### src/efp_pkg.sv
/*
 * efp_pkg: shared constants and types for the embedded flash program control block.
 * Assumes a 16-bit core memory bus and an I/O bus with 16-bit port addresses.
 */
package efp_pkg;
	localparam int unsigned DATA_W      = 16;
	localparam int unsigned ADDR_W      = 16;
	// register offsets, low two address bits
	localparam logic [1:0]  OFS_SEG_CTL = 2'h0;
	localparam logic [1:0]  OFS_TEST    = 2'h1;
	localparam logic [1:0]  OFS_WADDR   = 2'h2;
	localparam logic [1:0]  OFS_WDATA   = 2'h3;
	// segment control field positions
	localparam int unsigned POS_RUN     = 0;
	localparam int unsigned POS_OP_LO   = 1;
	localparam int unsigned POS_VER_LO  = 3;
	localparam int unsigned POS_KEY_LO  = 5;
	localparam int unsigned POS_KEY_HI  = 6;
	localparam int unsigned POS_SEG_LO  = 8;
	localparam logic [15:0] SEG_CTL_RST = 16'h0000;
	localparam logic [15:0] ERASE_DATA  = 16'hffff;
	localparam logic [15:0] MODE_PORT   = 16'hff0f;
	localparam logic [4:0]  TEST_RST    = 5'h00;
	localparam logic [15:0] SEG_SIZE    = 16'h0800;
	// host-side pulse time
	localparam int unsigned WRITE_PULSE_US = 100;
	localparam int unsigned CLK_MHZ        = 25;
	localparam int unsigned WRITE_PULSE_CYC = WRITE_PULSE_US * CLK_MHZ;

	typedef enum logic [1:0] {
		OP_NONE  = 2'h0,
		OP_ERASE = 2'h1,
		OP_WRITE = 2'h2,
		OP_DRW   = 2'h3
	} efp_op_t;

	typedef enum logic [1:0] {
		VER_NORMAL  = 2'h0,
		VER_ONES    = 2'h1,
		VER_ZEROS   = 2'h2,
		VER_INVERSE = 2'h3
	} efp_ver_t;
endpackage

### src/efp_bus_if.sv
/*
 * efp_bus_if: core memory bus and I/O bus joining the host core end and the flash control end.
 * Assumes one clock; strobes last one cycle.
 */
`timescale 1ns/1ns
interface efp_bus_if;
	logic        mem_wr;
	logic        mem_rd;
	logic [15:0] mem_addr;
	logic [15:0] mem_wdata;
	logic [15:0] mem_rdata;
	logic        io_wr;
	logic        io_rd;
	logic [15:0] io_addr;

	modport core (output mem_wr, mem_rd, mem_addr, mem_wdata, io_wr, io_rd, io_addr,
		input mem_rdata);
	modport flash (input mem_wr, mem_rd, mem_addr, mem_wdata, io_wr, io_rd, io_addr,
		output mem_rdata);
endinterface

### src/efp_flash_ctl.sv
/*
 * efp_flash_ctl: flash module control registers, access mode switch and array request outputs.
 * Assumes the core keeps its own rules (R2,R3,R4,R14,R20); array data arrives on arr_rdata_i.
 * Step sequences and analog pulse timing stay in core software.
 */
// What this block and the core software do
// one write operation for clear, code, boost
// software programs at most 8 bits per write
// software verifies each word, masks passing bits
// software times each write pulse 100 us
// port write selects register access mode
// port read restores array access mode
// two low address bits select register, repeating
// test register hidden in normal modes
// segment control layout: enables, keys, verify, op, run
// power-on clear zeroes segment control
// eight segment enables, one per 2K segment
// op field: none, erase, write, recovery write
// verify field selects array read mode
// start needs run with keys 1 0 together
// key bits always read zero
// program/erase need exact control bit patterns
// array changes only while run and not aborted
// non-control bits frozen while run set
// latches locked and array ignored while running
// software clears run together with key bits
// array write captures address and data latches
// erase refused unless data latch is ffff
// qualified op, segments, verify to array
// synchronous register writes, reads show contents
`timescale 1ns/1ns
module efp_flash_ctl (
	input  wire logic                  ref_clk_i,
	input  wire logic                  srst_i,
	input  wire logic                  power_on_clear_i,
	input  wire logic                  abort_run_i,
	input  wire logic                  test_mode_i,
	input  wire logic [15:0]           arr_rdata_i,
	efp_bus_if.flash                   bus,
	output logic                       reg_mode_o,
	output efp_pkg::efp_op_t           arr_op_o,
	output logic                       arr_req_o,
	output logic [7:0]                 segment_enables_o,
	output efp_pkg::efp_ver_t          arr_verify_o,
	output logic [15:0]                arr_addr_o,
	output logic [15:0]                arr_data_o
);
	import efp_pkg::*;

	logic [15:0] segment_control;
	logic [4:0]  factory_test;
	logic [15:0] write_address_latch;
	logic [15:0] write_data_latch;
	logic        run_now;
	logic        reg_wr;
	logic        arr_wr;
	logic        io_enter;
	logic        io_leave;
	logic        hit_seg;
	logic        hit_test;
	logic        hit_waddr;
	logic        hit_wdata;
	logic [1:0]  ofs;
	logic [15:0] wd;
	logic        keys_ok;
	logic        verify_idle;
	logic        start_ok;
	efp_op_t     next_op;

	// run, op and verify fields only; reserved and key bits are never stored
	function automatic logic [7:0] ctl_byte(input logic [15:0] w, input logic run);
		ctl_byte = {1'b0, 2'b00, w[POS_OP_LO +: 4], run};
	endfunction

	// mode port decode
	assign io_enter    = bus.io_wr && bus.io_addr == MODE_PORT;
	assign io_leave    = bus.io_rd && bus.io_addr == MODE_PORT;
	assign ofs         = bus.mem_addr[1:0];
	assign reg_wr      = bus.mem_wr && reg_mode_o;
	assign arr_wr      = bus.mem_wr && !reg_mode_o;
	assign hit_seg     = reg_wr && ofs == OFS_SEG_CTL;
	assign hit_test    = reg_wr && ofs == OFS_TEST;
	assign hit_waddr   = reg_wr && ofs == OFS_WADDR;
	assign hit_wdata   = reg_wr && ofs == OFS_WDATA;
	assign wd          = bus.mem_wdata;
	assign run_now     = segment_control[POS_RUN];
	assign keys_ok     = wd[POS_KEY_HI] && !wd[POS_KEY_LO];
	assign verify_idle = wd[POS_VER_LO +: 2] == 2'b00;
	assign next_op     = efp_op_t'(wd[POS_OP_LO +: 2]);
	// erase refuses a wrong data latch; no start with a margin read selected
	assign start_ok = keys_ok && wd[POS_RUN] && verify_idle && (next_op != OP_NONE)
		&& !(next_op == OP_ERASE && write_data_latch != ERASE_DATA);

	// access mode: io write enters register mode, io read leaves it
	always_ff @(posedge ref_clk_i) begin
		if (srst_i) begin
			reg_mode_o <= 1'b0;
		end else if (io_enter) begin
			reg_mode_o <= 1'b1;
		end else if (io_leave) begin
			reg_mode_o <= 1'b0;
		end
	end

	// segment control; key bits never stored, so they read zero
	always_ff @(posedge ref_clk_i) begin
		if (srst_i || power_on_clear_i) begin
			segment_control <= SEG_CTL_RST;
		end else if (hit_seg) begin
			if (run_now) begin
				// only control bits move while running; stop needs keys with run low
				if (!wd[POS_RUN] && keys_ok) begin
					segment_control[7:0] <= ctl_byte(wd, 1'b0);
				end
			end else begin
				// enables load only here, so a stop write cannot change them
				segment_control <= {wd[15:POS_SEG_LO], ctl_byte(wd, start_ok)};
			end
		end
	end

	// address latch: bus capture in array mode, direct in register mode, locked while running
	always_ff @(posedge ref_clk_i) begin
		if (srst_i) begin
			write_address_latch <= 16'h0000;
		end else if (!run_now) begin
			if (arr_wr) begin
				write_address_latch <= bus.mem_addr;
			end else if (hit_waddr) begin
				write_address_latch <= wd;
			end
		end
	end

	// data latch: same capture rules; erase start checks it
	always_ff @(posedge ref_clk_i) begin
		if (srst_i) begin
			write_data_latch <= 16'h0000;
		end else if (!run_now) begin
			if (arr_wr) begin
				write_data_latch <= wd;
			end else if (hit_wdata) begin
				write_data_latch <= wd;
			end
		end
	end

	// test register: written only in test mode and while idle
	always_ff @(posedge ref_clk_i) begin
		if (srst_i) begin
			factory_test <= TEST_RST;
		end else if (hit_test && test_mode_i && !run_now) begin
			factory_test <= wd[4:0];
		end
	end

	// read data, registered one cycle after the read strobe
	always_ff @(posedge ref_clk_i) begin
		if (srst_i) begin
			bus.mem_rdata <= 16'h0000;
		end else if (bus.mem_rd) begin
			if (reg_mode_o) begin
				unique case (ofs)
					OFS_SEG_CTL: bus.mem_rdata <= segment_control & 16'hff9f;
					OFS_TEST:    bus.mem_rdata <= test_mode_i ? {11'h000, factory_test}
						: 16'h0000;
					OFS_WADDR:   bus.mem_rdata <= write_address_latch;
					OFS_WDATA:   bus.mem_rdata <= write_data_latch;
				endcase
			end else begin
				// indeterminate while running; array data passes regardless
				bus.mem_rdata <= arr_rdata_i;
			end
		end
	end

	// run request to the array, dropped on abort without touching the run bit
	always_ff @(posedge ref_clk_i) begin
		if (srst_i) begin
			arr_req_o <= 1'b0;
		end else begin
			arr_req_o <= run_now && !abort_run_i;
		end
	end

	// array side: one write path for clear, code and boost steps
	always_ff @(posedge ref_clk_i) begin
		if (srst_i) begin
			arr_op_o          <= OP_NONE;
			segment_enables_o <= 8'h00;
			arr_verify_o      <= VER_NORMAL;
		end else begin
			arr_op_o          <= efp_op_t'(segment_control[POS_OP_LO +: 2]);
			segment_enables_o <= segment_control[15:POS_SEG_LO];
			arr_verify_o      <= efp_ver_t'(segment_control[POS_VER_LO +: 2]);
		end
	end

	// latch copies for the array; they only move while no operation runs
	always_ff @(posedge ref_clk_i) begin
		if (srst_i) begin
			arr_addr_o <= 16'h0000;
			arr_data_o <= 16'h0000;
		end else begin
			arr_addr_o <= write_address_latch;
			arr_data_o <= write_data_latch;
		end
	end
endmodule

### src/flat_wrapper.sv
// flat-port wrapper written by rule: the top's interface ports become plain ports
module efp_flash_ctl_flat import efp_pkg::*;
  (ref_clk_i, srst_i, power_on_clear_i, abort_run_i, test_mode_i, arr_rdata_i, reg_mode_o, arr_op_o, arr_req_o, segment_enables_o, arr_verify_o, arr_addr_o, arr_data_o, bus_mem_wr, bus_mem_rd, bus_mem_addr, bus_mem_wdata, bus_io_wr, bus_io_rd, bus_io_addr, bus_mem_rdata);
  efp_bus_if bus_i ();
  input  wire logic ref_clk_i;
  input  wire logic srst_i;
  input  wire logic power_on_clear_i;
  input  wire logic abort_run_i;
  input  wire logic test_mode_i;
  input  wire logic [15:0] arr_rdata_i;
  output logic reg_mode_o;
  output efp_pkg::efp_op_t arr_op_o;
  output logic arr_req_o;
  output logic [7:0] segment_enables_o;
  output efp_pkg::efp_ver_t arr_verify_o;
  output logic [15:0] arr_addr_o;
  output logic [15:0] arr_data_o;
  input wire logic [$bits(bus_i.mem_wr)-1:0] bus_mem_wr;
  input wire logic [$bits(bus_i.mem_rd)-1:0] bus_mem_rd;
  input wire logic [$bits(bus_i.mem_addr)-1:0] bus_mem_addr;
  input wire logic [$bits(bus_i.mem_wdata)-1:0] bus_mem_wdata;
  input wire logic [$bits(bus_i.io_wr)-1:0] bus_io_wr;
  input wire logic [$bits(bus_i.io_rd)-1:0] bus_io_rd;
  input wire logic [$bits(bus_i.io_addr)-1:0] bus_io_addr;
  output wire logic [$bits(bus_i.mem_rdata)-1:0] bus_mem_rdata;
  assign bus_i.mem_wr = bus_mem_wr;
  assign bus_i.mem_rd = bus_mem_rd;
  assign bus_i.mem_addr = bus_mem_addr;
  assign bus_i.mem_wdata = bus_mem_wdata;
  assign bus_i.io_wr = bus_io_wr;
  assign bus_i.io_rd = bus_io_rd;
  assign bus_i.io_addr = bus_io_addr;
  assign bus_mem_rdata = bus_i.mem_rdata;
  efp_flash_ctl u_core (.ref_clk_i(ref_clk_i), .srst_i(srst_i), .power_on_clear_i(power_on_clear_i), .abort_run_i(abort_run_i), .test_mode_i(test_mode_i), .arr_rdata_i(arr_rdata_i), .bus(bus_i), .reg_mode_o(reg_mode_o), .arr_op_o(arr_op_o), .arr_req_o(arr_req_o), .segment_enables_o(segment_enables_o), .arr_verify_o(arr_verify_o), .arr_addr_o(arr_addr_o), .arr_data_o(arr_data_o));
endmodule
### config.mk
export PLATFORM = sky130hd
export DESIGN_NAME = efp_flash_ctl_flat
export DESIGN_NICKNAME = d
export VERILOG_FILES = /design/src/efp_pkg.sv /design/src/efp_bus_if.sv /design/src/efp_flash_ctl.sv /design/src/flat_wrapper.sv
export SDC_FILE = /design/constraint.sdc
export NUM_CORES = 1
export LEC_CHECK = 0
export BUFFER_PORTS_ARGS = -buffer_cell sky130_fd_sc_hd__buf_2
export CAP_MARGIN = 40
export CORE_UTILIZATION = 25
export CTS_CLUSTER_DIAMETER = 150
export DETAILED_ROUTE_END_ITERATION = 8
export GPL_ROUTABILITY_DRIVEN = 1
export GPL_TIMING_DRIVEN = 1
export PLACE_DENSITY = 0.48
export SLEW_MARGIN = 10
export SYNTH_ARGS = -nofsm -noshare
export SYNTH_HDL_FRONTEND = slang
export SYNTH_SLANG_ARGS = --single-unit
export TNS_END_PERCENT = 1
### constraint.sdc
create_clock -name ref_clk_i -period 1.7 [get_ports ref_clk_i]
set_clock_uncertainty 0.2 [all_clocks]
set_input_delay 0.34 -clock ref_clk_i [delete_from_list [all_inputs] [get_ports ref_clk_i]]
set_output_delay 0.34 -clock ref_clk_i [all_outputs]
set_load 0.02 [all_outputs]
After elaboration in Yosys (flattened, before gate mapping):

Cells that the tools add are included.

* logic and storage cells: 68
* register bits: 115
* input port bits: 73

* equal/unequal tests: 7
* bitwise logic cells: 1
* muxes and demuxes: 11
* reduce and logical (&&, ||, !) cells: 35

Operator list (count)
* 2-to-1 mux 16 bit: 5
* case mux 16 bit (4 select lines): 1
* logical AND 1 bit: 18
* == test 16 bit, second input constant: 1
* 2-to-1 mux 8 bit: 2
* != test 16 bit, second input constant: 1
* AND reduction 2 bit: 4
* nonzero test 2 bit: 4
* zero test 1 bit: 6
* 2-to-1 mux 5 bit: 1
* == test 2 x 1 -> 1 bit, second input constant: 2
* == test 2 bit, second input constant: 2
* zero test 2 bit: 2
* 2-to-1 mux 1 bit: 2
* != test 2 bit, second input constant: 1
* logical OR 1 bit: 1
* NOT 1 bit: 1

Logic depth before layout (Yosys ltp):

Gate-level depths: netlist (run 1).

* depth after elaboration: 7
* depth in mapped cells: 7

Worst setup path before layout (run 1):

No wires, ideal clock.

* path kind: input -> register
* from: input port bus_mem_addr[1]
* to: register u_core.write_data_latch[12]
* arrival time: 1.326 ns
* setup time: 0.128 ns
* setup slack: 0.046 ns
* stages on the path: 7
* cell sequence: buf_6 -> buf_12 -> nand2_4 -> a21oi_4 -> buf_12 -> mux2i_1 -> nor2_1

* cells in the longest elaborated chain, start to end: 4

Ends and longest elaborated chain
* start: declaration: line flat_wrapper.sv:20 `input wire logic [$bits(bus_i.mem_addr)-1:0] bus_mem_addr;`
* == test 2 bit: line efp_flash_ctl.sv:84 `assign hit_wdata = reg_wr && ofs == OFS_WDATA;`
* logical AND 1 bit: line efp_flash_ctl.sv:84
* nonzero test 2 bit (no source line)
* AND reduction 2 bit (no source line)
* end signal: assignment: line efp_flash_ctl.sv:141 `write_data_latch <= wd;`
* end signal: assignment: line efp_flash_ctl.sv:143 `write_data_latch <= wd;`
* end: declaration: line efp_flash_ctl.sv:53 `logic [15:0] write_data_latch;`

Every way passes these cells.
A chain may end at the register's enable or synchronous reset.

Worst setup path after layout (run 1):

* from: register u_core.reg_mode_o
* to: output port reg_mode_o

RTL lines
* start: declaration: line efp_flash_ctl.sv:40 `output logic reg_mode_o,`
* start signal: assignment: line efp_flash_ctl.sv:97 `reg_mode_o <= 1'b0;`
* start signal: assignment: line efp_flash_ctl.sv:99 `reg_mode_o <= 1'b1;`
* start signal: assignment: line efp_flash_ctl.sv:101 `reg_mode_o <= 1'b0;`
* end: declaration: line flat_wrapper.sv:11 `output logic reg_mode_o;`

No word-level cell between the ends.

==> impl_metrics.yaml, run 1 <==
clock_tree:
  root_buffer: "clkbuf_16"
  cts_buffers: 9
  clk_path_buf_depth: 2
  cts_tree: "built"
  insertion_delay_ps: 360
  cts_htree_levels: 3
  clock_sinks: 112
  clkTransAtPathRegs_ps: 70
sta:
  grt_setup_unrepaired: "no"
  post-route-period-util: 0.9563
  report.final.slew_viol_count: 0
  finalHoldViolations: 0
  relSlewSlack: 0.7451
  fin_crit_ps: 1626
  max_freq_ghz: 0.6151
  setup_violations: 0
  finalSetupTns_ps: 0
  tightest_slew_ps: 378.8
yosys:
  ys_seq_area_frac: 0.5001
  synth-main-ff-cell: "dfxtp_1"
  synth.distinct_cells: 38
  synth-seq-cells: 112
  ys_async_sr_fraction: 0
  synthesis.area_sq_um: 4483
  syn_avg_cell_area_sq_um: 10.55
  synth-edff-count: 0
  synth.net_count: 498
  yosysWarnings: 0
  synthCells: 425
cells_and_area:
  drive_gt1_frac: 0.3293
  finish.net_count: 642
  area_growth_pct: 30.64
  fin_util: 0.3363
  ff_latch_area_sq_um: 2246
  multi_input_area_sq_um: 2048
  num_antenna_cells: 0
  final_cell_mix: "buf_2 (133), dfxtp_1 (111), mux2i_1 (65)"
  finalInstanceArea_sq_um: 5857
  final_common_cell: "buf_2"
  fill_cells: 1839
grt:
  grt_pass1_wl_um: 19970
  grt_usage: 0.1452
  grt_start_max_net_pins: 34
  grt_pass1_vias: 3536
  antenna_found_initial: 0
  grt_overflow: 0
die:
  core-area_sq_um: 17420
  start_util: 0.2574
  die_h_um: 135.9
  io_pins: 135
  row_count: 48
  dieWidth_um: 135.9
  die_area_sq_um: 18470
power:
  comb_power_share: 0.114
  power.switching_mw: 1.445
  powerDensity_nw_per_um2: 931.7
  power_frac_seq: 0.514
  irDropWorstVdd_v: 0.0005003
  p_int_mw: 4.012
  switching_share: 0.2648
  p_leak_nw: 2.520
  clkPwrFrac: 0.372
setup_path:
  end_kind: "primary output"
  timing.rr.start: "u_core.reg_mode_o"
  crit_arrival_ps: 1090
  crit_path_start: "u_core.reg_mode_o"
  cp_max_fo: 14
  cp_slowest_cell: "dfxtp_4"
  required_ps: 1160
  path_buf_inv: 2
  path_class: "register to primary output"
  cpPeakStageDelay_ps: 410
  crit_family: "flip-flops"
  worstSetupStartpointType: "register"
  cp_cell_sequence: "buf_12, buf_2"
routing:
  post-route-drc-count: 0
  via_count: 3548
  vias_per_cell: 4.441
  routedWlPerCell_um: 16.49
  drt-total-wl_um: 13180
  postRouteAntennaNets: 0
  first_pass_iters: 4
  drt_iter0_drc: 152
place:
  dpl_cell_area_sq_um: 5510
  numPortBuffers: 134
  gp_congestion: 0.7920
  dp_hpwl_um: 9860
hold_path:
  hp-class: "input pin to register"
  min_from: "bus_mem_wdata[7]"
outcome:
  status: "finished clean"
run:
  maxCapViolCount: 0
==> kinds of logic (layout without fill, tap and decap cells) <==
family / after synthesis / after routing / share of synthesized area
simple gates: 151 / 151 / 0.1850
flops: 112 / 112 / 0.5001
mux: 70 / 70 / 0.1736
compound gates: 58 / 58 / 0.09769
buf+inv: 34 / 183 / 0.04354
==> registers in the layout (all words and copies together) (netlist names) <==
register / count
u_core.factory_test: 5
u_core.arr_addr_o: 16
u_core.segment_enables_o: 8
u_core.bus.mem_rdata: 16
u_core.reg_mode_o: 1
u_core.arr_data_o: 16
u_core.arr_verify_o: 2
u_core.arr_req_o: 1
u_core.write_data_latch: 16
u_core.write_address_latch: 16
u_core.arr_op_o: 2
u_core.segment_control: 13
==> final timing paths <==
check | cells after the start | end | slack (ps)
setup / recovery | 2 | reg_mode_o | 70
hold / removal | 3 | u_core.write_data_latch[7] | 50
setup reg to reg | 4 | u_core.segment_control[2] | 140
hold reg to reg | 2 | u_core.bus.mem_rdata[8] | 270
==> Yosys cell counts, types with 2 or more instances <==
master	instances	share of area
buf_12	2	0.0089
nand4_1	5	0.0070
mux2i_1	65	0.15
buf_4	3	0.0050
o21ai_1	3	0.0033
nor3_1	2	0.0022
nand2_1	4	0.0033
mux4_1	4	0.023
and2_1	5	0.0070
buf_6	2	0.0050
nand2b_1	11	0.015
o221ai_1	3	0.0059
nor2b_1	45	0.063
dfxtp_1	112	0.50
nand3_1	10	0.011
buf_2	7	0.0078
nor2_1	58	0.049
a21oi_1	10	0.011
a211oi_1	22	0.037
o211ai_1	16	0.027
clkbuf_1	15	0.013
inv_1	4	0.0033
nor2_4	2	0.0050
==> worst min-delay path, stage by stage <==
cell,delay (ps)
buf_2,100
mux2i_1,60
nor2_1,70
==> per-layer routing <==
metal  wire, um  track usage  share of wire  up-vias
met3        799      0.02722          0.061       15
met4        249      0.06420          0.019        0
met5          0            0              0        -
li1           -            -              -     1779
met2       5315       0.2098           0.40      109
met1       6813       0.2077           0.52     1645
==> cell type report <==
class | count | area share
sequential | 112 | 0.3835
multi-input combinational | 279 | 0.3497
timing repair buffer | 163 | 0.1688
tap | 225 | 0.04807
clock buffer | 9 | 0.03845
clock inverter | 7 | 0.008972
inverter | 4 | 0.002564
==> power groups by stage <==
stage               Sequential (mW)  Clock, mW  Combinational, mW
detailed placement             2.87          0              0.622
CTS                            2.80       2.11              0.629
floorplan                      2.91          0              0.289
global placement               2.87          0              0.616
global route                   2.82       2.21              0.679
finish                         2.80       2.03              0.622
==> repair_timing <==
| item | in CTS | in global routing |
|---|---|---|
| pin swaps | 0 | 0 |
| hold endpoints to repair | 2 | 0 |
| gates resized for setup | 5 | 0 |
| endpoints found under the setup margin | 1 | 1 |
| gates cloned | 0 | 1 |
| setup buffers | 0 | 1 |
| hold buffers | 2 | 0 |
==> per-stage QoR <==
step | total power, mW | worst slack, ps | cells | hold slack, ps
floorplan | 3.198 | 46.05 | 425 | 215.8
global placement | 3.482 | -154.4 | 779 | 261.8
detailed placement | 3.488 | -176.0 | 779 | 261.8
CTS | 5.541 | 0.9130 | 797 | 39.34
global route | 5.705 | 21.94 | 799 | 77.97
finish | 5.457 | 74.27 | 799 | 50.60
(Power assumes the default switching activity.)
==> run 2: changes to the inputs <==
--- a/config.mk
+++ b/config.mk
@@ -12,7 +12,8 @@
 export DETAILED_ROUTE_END_ITERATION = 8
 export GPL_ROUTABILITY_DRIVEN = 1
 export GPL_TIMING_DRIVEN = 1
-export PLACE_DENSITY = 0.48
+export PLACE_DENSITY_LB_ADDON = 0.15
+export SKIP_LAST_GASP = 1
 export SLEW_MARGIN = 10
 export SYNTH_ARGS = -nofsm -noshare
 export SYNTH_HDL_FRONTEND = slang
==> run 2 against run 1 <==
Against the previous run: critical path type unchanged; maximum frequency decreased by 2.0%; critical path depth unchanged; power increased by 2.3%; die area unchanged; critical endpoint unchanged; highest routed layer unchanged; sequential share of layout area decreased by 0.11 points.
==> impl_metrics.yaml, run 2 (synthesis results as in run 1) <==
setup_path:
  crit_family: "flip-flops"
  cp_slowest_cell: "dfxtp_4"
  cp_max_fo: 14
  timing.reg2reg.setup_slack_ps: 90
  path_class: "register to primary output"
  end_kind: "primary output"
  crit_arrival_ps: 1120
  r2r-end: "u_core.segment_control[3]"
  worstSetupStartpointType: "register"
  required_ps: 1160
  cp_cell_sequence: "buf_12, buf_2"
  timing.rr.start: "u_core.reg_mode_o"
  cpPeakStageDelay_ps: 430
  path_buf_inv: 2
  rr_worst_depth: 4
sta:
  grt_setup_unrepaired: "yes"
  finalHoldViolations: 0
  setup_violations: 0
  report.final.slew_viol_count: 0
  max_freq_ghz: 0.6028
  fin_crit_ps: 1659
  post-route-period-util: 0.9759
  tightest_slew_ps: 502.6
  relSlewSlack: 0.6649
grt:
  grt_pass1_vias: 3531
  grt_overflow: 0
  antenna_found_initial: 0
  grt_start_max_net_pins: 70
  grt_usage: 0.1469
  grt_pass1_wl_um: 19930
die:
  io_pins: 135
  core-area_sq_um: 17420
  row_count: 48
  die_h_um: 135.9
  dieWidth_um: 135.9
  die_area_sq_um: 18470
  start_util: 0.2574
outcome:
  status: "finished clean"
clock_tree:
  cts_buffers: 9
  cts_tree: "built"
  root_buffer: "clkbuf_16"
  insertion_delay_ps: 360
  clock_sinks: 112
  clkTransAtPathRegs_ps: 70
  post_cts_buffers: 0
  cts_htree_levels: 3
  clk_path_buf_depth: 2
place:
  dp_hpwl_um: 9809
  numPortBuffers: 134
  gp_congestion: 0.7779
  dpl_cell_area_sq_um: 5510
  dpl.cell_count: 779
cells_and_area:
  final_cell_mix: "buf_2 (133), dfxtp_1 (111), mux2i_1 (65)"
  finalNonFillerCells: 797
  num_antenna_cells: 0
  area_growth_pct: 31.04
  drive_gt1_frac: 0.3287
  finish.net_count: 640
  final_common_cell: "buf_2"
  fin_util: 0.3373
  finalInstanceArea_sq_um: 5874
hold_path:
  whs_path_depth: 2
  min_from: "bus_io_wr"
  hold_end: "u_core.reg_mode_o"
  hp-class: "input pin to register"
power:
  p_leak_nw: 2.514
  irDropWorstVdd_v: 0.0004783
  powerDensity_nw_per_um2: 949.9
routing:
  first_pass_iters: 4
  vias_per_cell: 4.408
  via_count: 3513
  routedWlPerCell_um: 16.63
  drt_iter0_drc: 224
  drt-total-wl_um: 13250
  postRouteAntennaNets: 0
  post-route-drc-count: 0
run:
  maxCapViolCount: 0
==> run 2: layout make-up <==
| cell class | instances | area, sq um |
|---|---|---|
| Fill cell | 1829 | 11540 |
| Sequential cell | 112 | 2246 |
| Multi-Input combinational cell | 279 | 2054 |
| Timing Repair Buffer | 161 | 978.4 |
| Tap cell | 225 | 281.5 |
| Clock buffer | 10 | 229.0 |
| Clock inverter | 6 | 70.07 |
| Inverter | 4 | 15.01 |
==> run 2: repair_timing <==
| action | in CTS | in global routing |
|---|---|---|
| endpoints found under the hold margin | 1 | 0 |
| cloned | 1 | 0 |
| hold buffers | 1 | 0 |
| pin swaps | 0 | 0 |
| resized for setup | 5 | 1 |
| setup endpoints to repair | 9 | 2 |
==> run 2: report_power, final <==
group          leakage (nW)  switching (mW)  internal (mW)
clock network         0.135            1.01           1.15
logic                  1.46           0.352          0.272
registers             0.918          0.0691           2.73
total                  2.51            1.43           4.15
==> run 2: how the worst max path moves through the flow <==
stage	start	end	slack [ps]	depth (start not counted)
2_1_floorplan	bus_mem_addr[1]	u_core.write_data_latch[12]	50	7
4_1_cts	u_core.reg_mode_o	u_core.segment_control[0]	9	4
5_1_grt	u_core.reg_mode_o	reg_mode_o	-3	2
3_3_place_gp	bus_mem_addr[1]	u_core.segment_control[0]	-180	5
6_report	u_core.reg_mode_o	reg_mode_o	40	2
3_5_place_dp	bus_mem_addr[1]	u_core.segment_control[0]	-210	5
==> run 2: through the flow <==
stage	setup slack (ps)	hold slack, ps	total power [mW]	TNS (ps)
after floorplan	46.05	215.8	3.198	0
after global routing	-2.582	34.74	5.839	-2.582
after global placement	-176.8	256.5	3.484	-4074
final	40.99	32.32	5.580	0
after detailed placement	-212.1	257.8	3.490	-4823
after CTS	9.142	11.34	5.671	0
==> run 2: per-layer routing <==
metal  track usage  wire (um)  up-vias  part of all wire
li1              -          -     1772                 -
met4       0.05370        201        0             0.015
met1        0.2134       6669     1636              0.50
met5             0          0        -                 0
met3       0.03057        793       12             0.060
met2        0.2112       5586       93              0.42
==> run 3: changes to the inputs <==
--- a/config.mk
+++ b/config.mk
@@ -5,10 +5,12 @@
 export SDC_FILE = /design/constraint.sdc
 export NUM_CORES = 1
 export LEC_CHECK = 0
+export ABC_AREA = 1
 export BUFFER_PORTS_ARGS = -buffer_cell sky130_fd_sc_hd__buf_2
 export CAP_MARGIN = 40
 export CORE_UTILIZATION = 25
 export CTS_CLUSTER_DIAMETER = 150
+export CTS_CLUSTER_SIZE = 28
 export DETAILED_ROUTE_END_ITERATION = 8
 export GPL_ROUTABILITY_DRIVEN = 1
 export GPL_TIMING_DRIVEN = 1
==> run 3 against run 2 <==
Against the previous run: routed wire length is 5.0% higher; worst hold slack worse by 16 ps; cell count is 13% higher; clock-buffer cell count up 1; die area fell by 4.1%; first-iteration DRC count rose by 13%; clock power shrank 4%; combinational power grew 2%; non-clock buffer count shrank 8; setup slack better by 30 ps.
==> impl_metrics.yaml, run 3 <==
outcome:
  status: "finished clean"
yosys:
  synth-edff-count: 0
  yosys-top-cells-count: "dfxtp_1 (112), o21ai_0 (79), nor2_1 (68)"
  ys_seq_area_frac: 0.5217
  synthesis.area_sq_um: 4298
  yosysWarnings: 0
  yosysTopAreaCell: "dfxtp_1"
  yosysTopAreaCellShare: 0.5217
  synth-seq-cells: 112
  synth.net_count: 615
  synth.distinct_cells: 28
  synth-main-ff-cell: "dfxtp_1"
  synthCells: 542
  syn_avg_cell_area_sq_um: 7.930
  synth.area.top_cells: "dfxtp_1 (52%), o21ai_0 (9.2%), a21oi_1 (7.7%)"
  ys_async_sr_fraction: 0
  yosysMostFrequentCell: "dfxtp_1"
die:
  die_area_sq_um: 17720
  core-area_sq_um: 16700
  io_pins: 135
  start_util: 0.2573
  die_h_um: 133.1
  row_count: 47
  dieWidth_um: 133.1
place:
  gp_congestion: 0.8106
  numPortBuffers: 134
  dp_slack_ps: 39.68
  dp_hpwl_um: 10780
  dpl_cell_area_sq_um: 5245
cells_and_area:
  finalInstanceArea_sq_um: 5555
  area_growth_pct: 29.26
  num_antenna_cells: 0
  finish.net_count: 750
  final_common_cell: "buf_2"
  drive_gt1_frac: 0.2757
  final_cell_mix: "buf_2 (134), dfxtp_1 (111), o21ai_0 (79)"
setup_path:
  required_ps: 1160
  end_kind: "primary output"
  crit_arrival_ps: 1090
  rr_worst_depth: 7
  cp_max_fo: 24
  path_class: "register to primary output"
  worstSetupStartpointType: "register"
power:
  power_frac_seq: 0.508
  powerDensity_nw_per_um2: 992.7
  comb_power_share: 0.116
  switching_share: 0.2751
  clkPwrFrac: 0.377
  p_leak_nw: 2.460
  p_int_mw: 3.998
  irDropWorstVdd_v: 0.0004776
  power.switching_mw: 1.517
grt:
  grt_pass1_wl_um: 21730
  grt_usage: 0.1616
  grt_overflow: 0
  grt_start_max_net_pins: 39
  antenna_found_initial: 0
  grt_pass1_vias: 3929
routing:
  first_pass_iters: 4
  via_count: 3985
  routedWlPerCell_um: 15.42
  postRouteAntennaNets: 0
  drt_iter0_drc: 252
  drt-total-wl_um: 13910
  vias_per_cell: 4.418
  post-route-drc-count: 0
sta:
  fin_crit_ps: 1629
  grt_setup_unrepaired: "no"
  finalSetupTns_ps: 0
  finalHoldViolations: 0
  setup_ws_ps: 70.76
  relSlewSlack: 0.7937
  tightest_slew_ps: 306.2
  max_freq_ghz: 0.6138
  report.final.slew_viol_count: 0
  setup_violations: 0
  post-route-period-util: 0.9584
clock_tree:
  clock_sinks: 112
  clk_path_buf_depth: 2
  insertion_delay_ps: 360
  root_buffer: "clkbuf_16"
  clkTransAtPathRegs_ps: 70
  cts_tree: "built"
  cts_buffers: 9
  cts_htree_levels: 3
hold_path:
  whs_path_depth: 2
  hp-class: "input pin to register"
run:
  maxCapViolCount: 0
==> run 3: cell count changes in the layout (fill, tap and decap cells not counted), sizes merged, moves of 9 or more <==
cell,previous run,this run
o211ai,16,0
o21ai,3,84
nand2,5,57
nor2,60,71
o22ai,0,13
a211oi,22,0
a21oi,12,68
nor2b,45,0
nand3,10,19
mux2i,65,0
inv,4,70
nand2b,11,0
a31oi,0,14
==> run 3: power groups by stage <==
stage               Clock [mW]  Combinational, mW  Sequential (mW)
floorplan                    0              0.283             2.93
global placement             0              0.634             2.86
detailed placement           0              0.638             2.86
CTS                       2.14              0.643             2.80
global route              2.23              0.706             2.81
finish                    2.08              0.637             2.80
==> run 3: final cells by class <==
cell class	count	area (sq um)
multi-input cells	334	1643
clock buffers	11	232.7
inverters	67	254.0
clock inverters	5	51.30
fillers	1864	11150
flip-flops and latches	112	2246
repair buffers	153	853.3
well taps	220	275.3
==> run 3: final timing paths <==
path	slack, ps	startpoint	end
hold / removal	20	srst_i	u_core.arr_req_o
setup reg to reg	130	u_core.segment_control[0]	u_core.write_address_latch[0]
setup / recovery	70	u_core.reg_mode_o	reg_mode_o
hold reg to reg	260	u_core.segment_control[8]	u_core.segment_enables_o[0]
==> run 3: critical path: stages, from the launching register on <==
cell,delay (ps)
dfxtp_4,390
buf_12,160
buf_2,180
==> run 3: layer usage <==
metal / routed length (um) / GRT usage / vias to the layer above
met5: 0 / 0 / -
met4: 213 / 0.06061 / 0
met3: 700 / 0.02816 / 12
met2: 5852 / 0.2388 / 100
met1: 7141 / 0.2336 / 1807
li1: - / - / 2066
==> run 3: logic make-up after synthesis <==
kind of cell	Yosys count	share of synthesized area
AO/OA/AOI/OAI	180	0.2224
flip-flops	112	0.5217
buffers and inverters	96	0.09607
AND/OR/NAND/NOR	154	0.1598
==> run 3: stage by stage <==
stage	hold WS, ps	power (mW)	util	cells
after detailed placement	247.8	3.500	0.3141	885
after floorplan	213.1	3.209	-	542
after global routing	24.87	5.750	0.3326	902
after global placement	244.9	3.496	0.3141	885
after CTS	0.02731	5.586	0.3325	902
final	15.84	5.515	0.3326	902
==> run 3: timing repair <==
action,CTS,global route
hold buffers,1,0
endpoints found under the setup margin,1,1
endpoints found under the hold margin,1,0
resized for setup,4,1
buffers inserted,0,0
pin swaps,0,0
